[src/logic/lane_pkg.sv]
// Shared constants and types for the lane and PIPE boundary
package lane_pkg;
   localparam int LANES = 8;
   localparam int PIPE_W = 32;
   localparam int GEN12_W = 8;
   localparam int COEFF_W = 18;
   localparam int BYTES = LANES * 4;
   // Register offsets
   localparam logic [7:0] OFS_CTRL = 8'h00;
   localparam logic [7:0] OFS_COEFF = 8'h04;
   localparam logic [7:0] OFS_STATUS = 8'h08;
   localparam logic [7:0] OFS_LANES = 8'h0c;
   // Status field positions
   localparam int ST_IDLE_BIT = 8;
   localparam int ST_EQ_LSB = 9;
   // Rate encodings
   localparam logic [1:0] RATE_GEN1 = 2'h0;
   localparam logic [1:0] RATE_GEN2 = 2'h1;
   localparam logic [1:0] RATE_GEN3 = 2'h2;
   localparam logic [1:0] RATE_RSVD = 2'h3;
   // Idle inference selector values
   localparam logic [2:0] INFER_NONE = 3'h0;
   localparam logic [2:0] INFER_COM_SKP = 3'h4;
   localparam logic [2:0] INFER_TS = 3'h5;
   localparam logic [2:0] INFER_EXIT_UI = 3'h6;
   localparam logic [2:0] INFER_EXIT_US = 3'h7;
   // Timing
   localparam int CLK_PERIOD_PS = 10000;
   localparam int UI_GEN1_PS = 400;
   localparam int UI_GEN2_PS = 200;
   localparam int WIN_US = 128;
   localparam int TS_UI = 1280;
   localparam int EXIT_GEN1_UI = 2000;
   localparam int EXIT_GEN2_UI = 16000;
   localparam int WIN_US_CYC = (WIN_US * 1000000 + CLK_PERIOD_PS - 1) / CLK_PERIOD_PS;
   localparam int TS_GEN1_CYC = (TS_UI * UI_GEN1_PS + CLK_PERIOD_PS - 1) / CLK_PERIOD_PS;
   localparam int TS_GEN2_CYC = (TS_UI * UI_GEN2_PS + CLK_PERIOD_PS - 1) / CLK_PERIOD_PS;
   localparam int EXIT_GEN1_CYC = (EXIT_GEN1_UI * UI_GEN1_PS + CLK_PERIOD_PS - 1) / CLK_PERIOD_PS;
   localparam int EXIT_GEN2_CYC = (EXIT_GEN2_UI * UI_GEN2_PS + CLK_PERIOD_PS - 1) / CLK_PERIOD_PS;
   localparam int TMR_W = 14;
   // Control register layout, rate in the low bits
   typedef struct packed {
      logic [2:0] preset;
      logic eq_bypass;
      logic infer_en;
      logic [1:0] infer_mode;
      logic [1:0] power;
      logic [1:0] width;
      logic [1:0] rate;
   } ctrl_type;
   localparam int CTRL_W = 13;
   localparam ctrl_type CTRL_RST = '0;
   localparam logic [COEFF_W-1:0] COEFF_RST = 18'h00000;
   // Per-lane PIPE outputs
   typedef struct packed {
      logic [COEFF_W-1:0] lane_tx_coefficients;
      logic [2:0] lane_rx_preset_now;
      logic [2:0] idle_inference_select;
      logic [1:0] lane_power_state_request;
      logic [PIPE_W-1:0] data;
   } pipe_lane_type;
   typedef enum logic [1:0] {EQ_IDLE, EQ_PHASE2, EQ_PHASE3, EQ_DONE} eq_state_type;
endpackage

[src/logic/lane_boundary.sv]
// Serial lanes, byte striping and simulation PIPE outputs of the controller
//
// The placing of the registers and the address-and-strobe port were chosen for this implementation.
`timescale 1ns/100ps
`default_nettype none

module lane_boundary #(
   parameter int WIN_CYC = lane_pkg::WIN_US_CYC
) (
   // Clock and reset
   input wire logic ref_clk,
   input wire logic rst_n,
   // Register port
   input wire logic [7:0] reg_addr,
   input wire logic [31:0] reg_wdata,
   input wire logic reg_wr,
   input wire logic reg_rd,
   output logic [31:0] reg_rdata,
   // User transmit and receive words
   input wire logic [lane_pkg::BYTES*8-1:0] tx_data,
   input wire logic tx_valid,
   output logic tx_ready,
   output logic [lane_pkg::BYTES*8-1:0] rx_data,
   output logic rx_valid,
   // Serial lanes
   output logic [lane_pkg::LANES-1:0] tx_out,
   input wire logic [lane_pkg::LANES-1:0] rx_in,
   // PIPE boundary
   output lane_pkg::pipe_lane_type [lane_pkg::LANES-1:0] pipe_lane,
   output logic [1:0] rate,
   input wire logic [lane_pkg::LANES-1:0] phy_done_flag,
   input wire logic idle_event_seen,
   input wire logic eq_partner_req
);
   import lane_pkg::*;

   ctrl_type ctrl_r;
   logic [COEFF_W-1:0] coeff_r;
   logic [LANES-1:0] done_r;
   logic idle_inferred_r;
   eq_state_type eq_state_r;
   logic [LANES-1:0] active;
   logic gen3;
   logic [4:0] last_bit;
   logic [4:0] tx_cnt_r;
   logic [4:0] rx_cnt_r;
   logic tx_ready_r;
   logic tx_load;
   logic [2:0] infer_sel;
   logic [TMR_W-1:0] limit;
   logic [TMR_W-1:0] tmr_r;
   logic ctrl_wr;
   logic [31:0] rdata_nxt;

   // Active lane mask from width code
   always_comb begin
      unique case (ctrl_r.width)
         2'h0: active = 8'h01;
         2'h1: active = 8'h03;
         2'h2: active = 8'h0f;
         2'h3: active = 8'hff;
      endcase
   end

   assign gen3 = (ctrl_r.rate == RATE_GEN3);
   assign last_bit = gen3 ? 5'h1f : 5'h07;
   assign ctrl_wr = reg_wr && (reg_addr == OFS_CTRL);
   assign tx_load = tx_ready_r && tx_valid;

   // Control and coefficient registers
   always_ff @(posedge ref_clk or negedge rst_n) begin
      if (!rst_n) begin
         ctrl_r <= CTRL_RST;
         coeff_r <= COEFF_RST;
      end else if (reg_wr) begin
         if (reg_addr == OFS_CTRL) begin
            ctrl_r <= reg_wdata[CTRL_W-1:0];
            if (reg_wdata[1:0] == RATE_RSVD) begin
               ctrl_r.rate <= ctrl_r.rate;
            end
         end
         if (reg_addr == OFS_COEFF) begin
            coeff_r <= reg_wdata[COEFF_W-1:0];
         end
      end
   end

   // Sticky completion flags, set wins over write-one clear
   always_ff @(posedge ref_clk or negedge rst_n) begin
      if (!rst_n) begin
         done_r <= '0;
      end else begin
         for (int i = 0; i < LANES; i++) begin
            if (phy_done_flag[i]) begin
               done_r[i] <= 1'b1;
            end else if (reg_wr && reg_addr == OFS_STATUS && reg_wdata[i]) begin
               done_r[i] <= 1'b0;
            end
         end
      end
   end

   // Selector value from mode, rate and enable
   always_comb begin
      infer_sel = INFER_NONE;
      if (ctrl_r.infer_en && !gen3) begin
         infer_sel = {1'b1, ctrl_r.infer_mode};
         if (ctrl_r.infer_mode == 2'h3 && ctrl_r.rate != RATE_GEN1) begin
            infer_sel = INFER_NONE;
         end
      end
   end

   // Inference window length in cycles
   always_comb begin
      unique case (infer_sel)
         INFER_TS: limit = (ctrl_r.rate == RATE_GEN1) ? TMR_W'(TS_GEN1_CYC)
                                                      : TMR_W'(TS_GEN2_CYC);
         INFER_EXIT_UI: limit = (ctrl_r.rate == RATE_GEN1) ? TMR_W'(EXIT_GEN1_CYC)
                                                           : TMR_W'(EXIT_GEN2_CYC);
         INFER_COM_SKP, INFER_EXIT_US: limit = TMR_W'(WIN_CYC);
         default: limit = '1;
      endcase
   end

   // Window timer and sticky idle inferred flag
   always_ff @(posedge ref_clk or negedge rst_n) begin
      if (!rst_n) begin
         tmr_r <= '0;
         idle_inferred_r <= 1'b0;
      end else begin
         if (!infer_sel[2] || idle_event_seen || tmr_r == limit - 1'b1) begin
            tmr_r <= '0;
         end else begin
            tmr_r <= tmr_r + 1'b1;
         end
         if (infer_sel[2] && !idle_event_seen && tmr_r == limit - 1'b1) begin
            idle_inferred_r <= 1'b1;
         end else if (reg_wr && reg_addr == OFS_STATUS && reg_wdata[ST_IDLE_BIT]) begin
            idle_inferred_r <= 1'b0;
         end
      end
   end

   // Equalization sequencer
   always_ff @(posedge ref_clk or negedge rst_n) begin
      if (!rst_n) begin
         eq_state_r <= EQ_IDLE;
      end else if (!gen3) begin
         eq_state_r <= EQ_IDLE;
      end else begin
         unique case (eq_state_r)
            EQ_IDLE: begin
               if (eq_partner_req) begin
                  eq_state_r <= ctrl_r.eq_bypass ? EQ_DONE : EQ_PHASE2;
               end
            end
            EQ_PHASE2: begin
               if ((phy_done_flag & active) == active) begin
                  eq_state_r <= EQ_PHASE3;
               end
            end
            EQ_PHASE3: begin
               if ((phy_done_flag & active) == active) begin
                  eq_state_r <= EQ_DONE;
               end
            end
            EQ_DONE: begin
               if (eq_partner_req) begin
                  eq_state_r <= EQ_IDLE;
               end
            end
         endcase
      end
   end

   // Rate output
   always_ff @(posedge ref_clk or negedge rst_n) begin
      if (!rst_n) begin
         rate <= RATE_GEN1;
      end else begin
         rate <= ctrl_r.rate;
      end
   end

   // Read mux and read data for one cycle
   always_comb begin
      rdata_nxt = '0;
      unique case (reg_addr)
         OFS_CTRL: rdata_nxt = {19'h0, ctrl_r};
         OFS_COEFF: rdata_nxt = {14'h0, coeff_r};
         OFS_STATUS: rdata_nxt = {21'h0, eq_state_r, idle_inferred_r, done_r};
         OFS_LANES: rdata_nxt = {24'h0, active};
         default: rdata_nxt = '0;
      endcase
   end

   always_ff @(posedge ref_clk or negedge rst_n) begin
      if (!rst_n) begin
         reg_rdata <= '0;
      end else begin
         reg_rdata <= reg_rd ? rdata_nxt : 32'h0;
      end
   end

   // Transmit bit counter and ready
   always_ff @(posedge ref_clk or negedge rst_n) begin
      if (!rst_n) begin
         tx_ready_r <= 1'b1;
         tx_cnt_r <= '0;
      end else if (tx_load) begin
         tx_ready_r <= 1'b0;
         tx_cnt_r <= '0;
      end else if (!tx_ready_r) begin
         tx_cnt_r <= tx_cnt_r + 1'b1;
         if (tx_cnt_r == last_bit) begin
            tx_ready_r <= 1'b1;
         end
      end
   end
   assign tx_ready = tx_ready_r;

   // Receive bit counter and word strobe
   always_ff @(posedge ref_clk or negedge rst_n) begin
      if (!rst_n) begin
         rx_cnt_r <= '0;
         rx_valid <= 1'b0;
      end else begin
         rx_cnt_r <= (rx_cnt_r >= last_bit) ? 5'h00 : rx_cnt_r + 1'b1;
         rx_valid <= (rx_cnt_r >= last_bit);
      end
   end

   // Per-lane logic, identical for every lane
   generate
      for (genvar i = 0; i < LANES; i++) begin : g_lane
         logic [PIPE_W-1:0] lane_word;
         logic [PIPE_W-1:0] tx_sh_r;
         logic [PIPE_W-1:0] rx_sh_r;
         logic [PIPE_W-1:0] rx_word;

         // At Gen3 byte k of the user word goes to lane k mod 8, below Gen3 only bytes 0 to 7 are sent; inactive lanes get zero
         always_comb begin
            lane_word = '0;
            if (active[i]) begin
               lane_word[GEN12_W-1:0] = tx_data[i*8 +: 8];
               if (gen3) begin
                  lane_word[31:8] = {tx_data[(i+24)*8 +: 8], tx_data[(i+16)*8 +: 8],
                                     tx_data[(i+8)*8 +: 8]};
               end
            end
         end

         // PIPE outputs of this lane, simulation view only
         always_ff @(posedge ref_clk or negedge rst_n) begin
            if (!rst_n) begin
               pipe_lane[i] <= '0;
            end else begin
               pipe_lane[i].lane_power_state_request <= ctrl_r.power;
               pipe_lane[i].idle_inference_select <= infer_sel;
               pipe_lane[i].lane_tx_coefficients <= gen3 ? coeff_r : '0;
               pipe_lane[i].lane_rx_preset_now <= gen3 ? ctrl_r.preset : 3'h0;
               if (tx_load) begin
                  pipe_lane[i].data <= lane_word;
               end
            end
         end

         // Serialiser, low bit first
         always_ff @(posedge ref_clk or negedge rst_n) begin
            if (!rst_n) begin
               tx_sh_r <= '0;
               tx_out[i] <= 1'b0;
            end else if (tx_load) begin
               tx_sh_r <= lane_word;
               tx_out[i] <= 1'b0;
            end else if (!tx_ready_r) begin
               tx_out[i] <= tx_sh_r[0] & active[i];
               tx_sh_r <= {1'b0, tx_sh_r[PIPE_W-1:1]};
            end else begin
               tx_out[i] <= 1'b0;
            end
         end

         // Deserialiser, bit placed by counter
         always_comb begin
            rx_word = rx_sh_r;
            rx_word[rx_cnt_r] = rx_in[i];
            if (!gen3) begin
               rx_word[31:8] = '0;
            end
         end

         always_ff @(posedge ref_clk or negedge rst_n) begin
            if (!rst_n) begin
               rx_sh_r <= '0;
            end else begin
               rx_sh_r[rx_cnt_r] <= rx_in[i];
            end
         end

         // Reassemble the striped receive word
         always_ff @(posedge ref_clk or negedge rst_n) begin
            if (!rst_n) begin
               rx_data[i*8 +: 8] <= '0;
               rx_data[(i+8)*8 +: 8] <= '0;
               rx_data[(i+16)*8 +: 8] <= '0;
               rx_data[(i+24)*8 +: 8] <= '0;
            end else if (rx_cnt_r >= last_bit) begin
               rx_data[i*8 +: 8] <= active[i] ? rx_word[7:0] : 8'h00;
               rx_data[(i+8)*8 +: 8] <= active[i] ? rx_word[15:8] : 8'h00;
               rx_data[(i+16)*8 +: 8] <= active[i] ? rx_word[23:16] : 8'h00;
               rx_data[(i+24)*8 +: 8] <= active[i] ? rx_word[31:24] : 8'h00;
            end
         end
      end
   endgenerate
endmodule

`default_nettype wire

[config.mk]
export PLATFORM = sky130hd
export DESIGN_NAME = lane_boundary
export DESIGN_NICKNAME = d
export VERILOG_FILES = /design/src/logic/lane_pkg.sv /design/src/logic/lane_boundary.sv
export SDC_FILE = /design/constraint.sdc
export NUM_CORES = 2
export LEC_CHECK = 0
export ABC_CLOCK_PERIOD_IN_PS = 2500
export BUFFER_PORTS_ARGS = -buffer_cell sky130_fd_sc_hd__buf_2
export CAP_MARGIN = 10
export CORE_AREA = 2 2 425 427
export DETAILED_ROUTE_END_ITERATION = 10
export DIE_AREA = 0 0 427 429
export HOLD_SLACK_MARGIN = 0.03
export PLACE_DENSITY_LB_ADDON = 0.08
export RECOVER_POWER = 100
export REMOVE_ABC_BUFFERS = 1
export SLEW_MARGIN = 20
export SYNTH_ARGS = -nofsm -noshare
export SYNTH_HDL_FRONTEND = slang
export SYNTH_SLANG_ARGS = --single-unit
[constraint.sdc]
create_clock -name ref_clk -period 2.5 [get_ports ref_clk]
set_clock_uncertainty 0.1 [all_clocks]
set_input_delay 0.5 -clock ref_clk [delete_from_list [all_inputs] [get_ports ref_clk]]
set_output_delay 0.5 -clock ref_clk [all_outputs]
set_load 0.02 [all_outputs]
==> summary.md <==
| Metric | Value |
|---|---|
| Status | `finished with violations` |
| Failing checks | `setup timing` |
| Post-Place Cell Area | `56800 sq um` |
| Pre-CTS WS | `-0.232 ns` |
| Final worst path period share | `109%` |
| CP max FO | `5` |
| Worst Path Required | `~3 ns` |
| FF-to-FF setup slack | `-0.24 ns` |
| Die X | `427 um` |
| Area leader, netlist | `dfrtp_1` |
| Number of flops mapped to enable cells by yosys | `0` |
| TritonRoute pass-1 iters | `5` |
| Total CTS buffers | `142` |
| GPL Wtd Cong | `0.779` |
| Die Area | `183000 sq um` |
| Final setup margin | `-0.236 ns` |
| DRC | `0` |
| Clock Pin Slew Worst Setup and Hold Paths | `0.06 ns` |
| DP Cell Count | `7489` |
| Hpwl dp | `127000 um` |
| Grt total ovfl | `0` |
| Final Cell Area | `~63000 sq um` |
| Final-layout fill cell count | `approximately 18k` |
| Hold Path Sink | `tmr_r[3]$_DFF_PN0_` |
| Leak Pwr | `28.9 nW` |
| Crit Path Class | `reg -> reg` |
| Clock Sinks | `roughly 1.1k` |
| Final Non-Filler Cells | `8065` |
| Root buf cell | `clkbuf_16` |
| Yosys cell types | `59` |
| RSZ-0062 raised after global routing | `true` |
| Hold path depth | `3` |
| Synth Cell Area | `48300 sq um` |
| Final wirelength | `185000 um` |
| Final hold viol count | `0` |
| CTS max path bufs | `3` |
| Mapped Cells | `~4.4k` |
| Slew of the pin with the lowest slew margin | `1.11 ns` |
| Largest net degree at the start of global routing | `112` |
| FF-to-FF path depth | `13` |
| Total negative slack | `-12.51 ns` |
| Max Cap Viol | `0` |
| Initial DRC count | `2440` |
| Final Total Pwr | `58.8 mW` |
| Via/cell ratio | `4.71` |
| CP Capture Type | `flop` |
| CTS tree | `done` |
| DRT antenna net count | `0` |
| DR WL/cell | `23.0 um` |
| Post-synth top area share | `roughly three fifths` |
| Vias | `about 38k` |
| Ys Warns | `0` |
| Overall Global Routing Usage | `19.7%` |
| FFs w/ async S/R, synth | `100%` |
| Max-slew violation count | `0` |
| Initial core utilization | `~27%` |
| Crit path time final | `2.74 ns` |
| Port Buffers | `between 1k and 1.5k` |
| Main synth FF type | `dfrtp_1` |
| Critical path startpoint category | `flop` |
| Chip Height | `429 um` |
| WHS | `0.0833 ns` |
| Later-pin clock latency in the skew report | `0.79 ns` |
| Final setup violation count | `278` |
| Final Util | `35.4%` |
| Crit Reg-Reg Endpoint | `tmr_r[8]$_DFF_PN0_` |
| Final #Nets | `about 6k` |
| Worst reg2reg startpoint | `ctrl_r[6]$_DFFE_PN0P_` |
| Slew HR | `25.9%` |
| Io pins | `1083` |
| Fmax | `between 300 and 400 MHz` |
| Number of global-route vias before repair | `38.6k` |
| Largest cells by area after synthesis | `dfrtp_1, mux2_2, nand2_1, buf_4, clkbuf_1` |
| Core Rows | `155` |
| Initial antenna violation count | `20` |
| WP data arrival | `3.31 ns` |
| H-tree depth | `4` |
| #FFs+latches synth | `1146` |
| Synth-to-Final Area Change | `30.4%` |
| Core footprint | `between 150000 and 200000 sq um` |
| PD cells | `933 nW/um^2` |
| Hold wc startpoint | `idle_event_seen` |
| Avg Inst Size Synth | `about 11 sq um` |
| Worst vdd ir | `0.571 mV` |
| HP Class | `in -> reg` |
| Sequential element share of the synthesized area | `59.4%` |
| Share of post-route cells with drive strength above 1 | `around 16%` |
| First-pass GRT wire length | `269000 um` |
[area by class of cell]
type / instances / area [sq um] / share of cell area [%]
diodes: 8 / 20.0 / 0.0318
clock buffers: 215 / 4170 / 6.62
inverters: 11 / 53.8 / 0.0854
clock inverters: 32 / 315 / 0.500
multi-input cells: 2677 / 17000 / 26.9
flip-flops and latches: 1146 / 28700 / 45.5
repair buffers: 1621 / 9860 / 15.6
well taps: 2355 / 2950 / 4.68
[cells by family (layout without fill, tap and decap cells)]
family | after synthesis | after routing | synth area share, %
other | 1 | 22 | 0.00776
AOI/OAI and AO/OA | 805 | 805 | 11.7
and+or+nand+nor | 1511 | 1511 | 15.0
muxes | 313 | 313 | 7.30
adders and majority gates | 14 | 14 | 0.363
DFF | 1146 | 1146 | 59.4
buffers and inverters | 559 | 1879 | 5.90
xor gates and xnor gates | 20 | 20 | 0.363
[repair_timing]
action | in CTS | in global routing
setup endpoints to repair | 251 | 291
setup buffers | 16 | 6
gates cloned | 3 | 5
hold buffers | 296 | 0
pin swaps | 4 | 16
gates resized for setup | 13 | 31
endpoints found under the hold margin | 1018 | 0
[worst max-delay path by stage]
stage / from / end / slack [ns] / cells past startpoint
after floorplan: tx_ready$_DFF_PN1_ / g_lane[4].tx_sh_r[10]$_DFFE_PN0P_ / -17.75 / 3
after global placement: ctrl_r[1]$_DFFE_PN0P_ / tmr_r[5]$_DFF_PN0_ / -0.23 / 13
after detailed placement: ctrl_r[1]$_DFFE_PN0P_ / tmr_r[4]$_DFF_PN0_ / -0.23 / 13
after CTS: ctrl_r[7]$_DFFE_PN0P_ / tmr_r[4]$_DFF_PN0_ / -0.20 / 12
after global routing: ctrl_r[6]$_DFFE_PN0P_ / tmr_r[6]$_DFF_PN0_ / -0.30 / 13
final: ctrl_r[6]$_DFFE_PN0P_ / tmr_r[8]$_DFF_PN0_ / -0.24 / 13
[cell usage after synthesis, drive strengths merged (8+ instances only)]
| cell type | count |
|---|---|
| mux2i | 18 |
| mux2 | 293 |
| buf | 223 |
| a221o | 92 |
| and3 | 24 |
| clkbuf | 325 |
| inv | 11 |
| a31oi | 149 |
| a21oi | 173 |
| xor2 | 12 |
| a41o | 97 |
| nand3 | 190 |
| o21ai | 162 |
| ha | 14 |
| a22o | 100 |
| xnor2 | 8 |
| and2 | 125 |
| nor3 | 19 |
| nor2 | 238 |
| nand2 | 623 |
| nor3b | 96 |
| nand2b | 29 |
| dfrtp | 1145 |
| a21o | 8 |
| nor2b | 144 |
[cell usage in the layout, fill, tap and decap left out, drive strengths merged, types with 149 or more instances in the layout]
cell / synthesis / routed
a21oi: 173 / 173
a31oi: 149 / 149
buf: 223 / 458
clkbuf: 325 / 1082
dfrtp: 1145 / 1145
dlygate4sd3: 0 / 296
mux2: 293 / 293
nand2: 623 / 623
nand3: 190 / 190
nor2: 238 / 238
o21ai: 162 / 162
[state kept, by name, indices dropped and copies added, names as in the netlist, 2 cells and up]
register        flops
pipe_lane         282
g_lane.rx_sh_r    256
g_lane.tx_sh_r    256
rx_data           256
coeff_r            18
reg_rdata          18
tmr_r              14
ctrl_r             13
done_r              8
tx_out              8
rx_cnt_r            5
tx_cnt_r            5
eq_state_r          2
rate                2
[per-layer routing]
metal | wire length (um) | up-vias | track usage [%]
li1 | - | 17500 | -
met1 | 82500 | 19100 | 26.3
met2 | 86300 | 989 | 31.1
met3 | 8260 | 309 | 3.73
met4 | 8130 | 14 | 7.87
met5 | 67 | - | 0
[worst max-delay path, cell delays in order, from the launching register on]
cell and delay [ns]:
dfrtp_1 0.39, nor2b_4 0.13, o21bai_1 0.19, and3_4 0.24
ha_4 0.15, buf_6 0.10, nor3_2 0.03, o31ai_2 0.28
xnor2_1 0.15, o211ai_1 0.17, a2111oi_4 0.33, buf_4 0.18
clkbuf_16 0.13, nor3_2 0.04
[power by group]
group	total, mW	internal, mW	leakage (nW)	switching (mW)
Sequential	23.2	21.9	15.1	1.37
Combinational	15.3	5.83	11.6	9.50
Clock	20.2	11.6	2.21	8.55
Power figures use the tool's default switching activity.
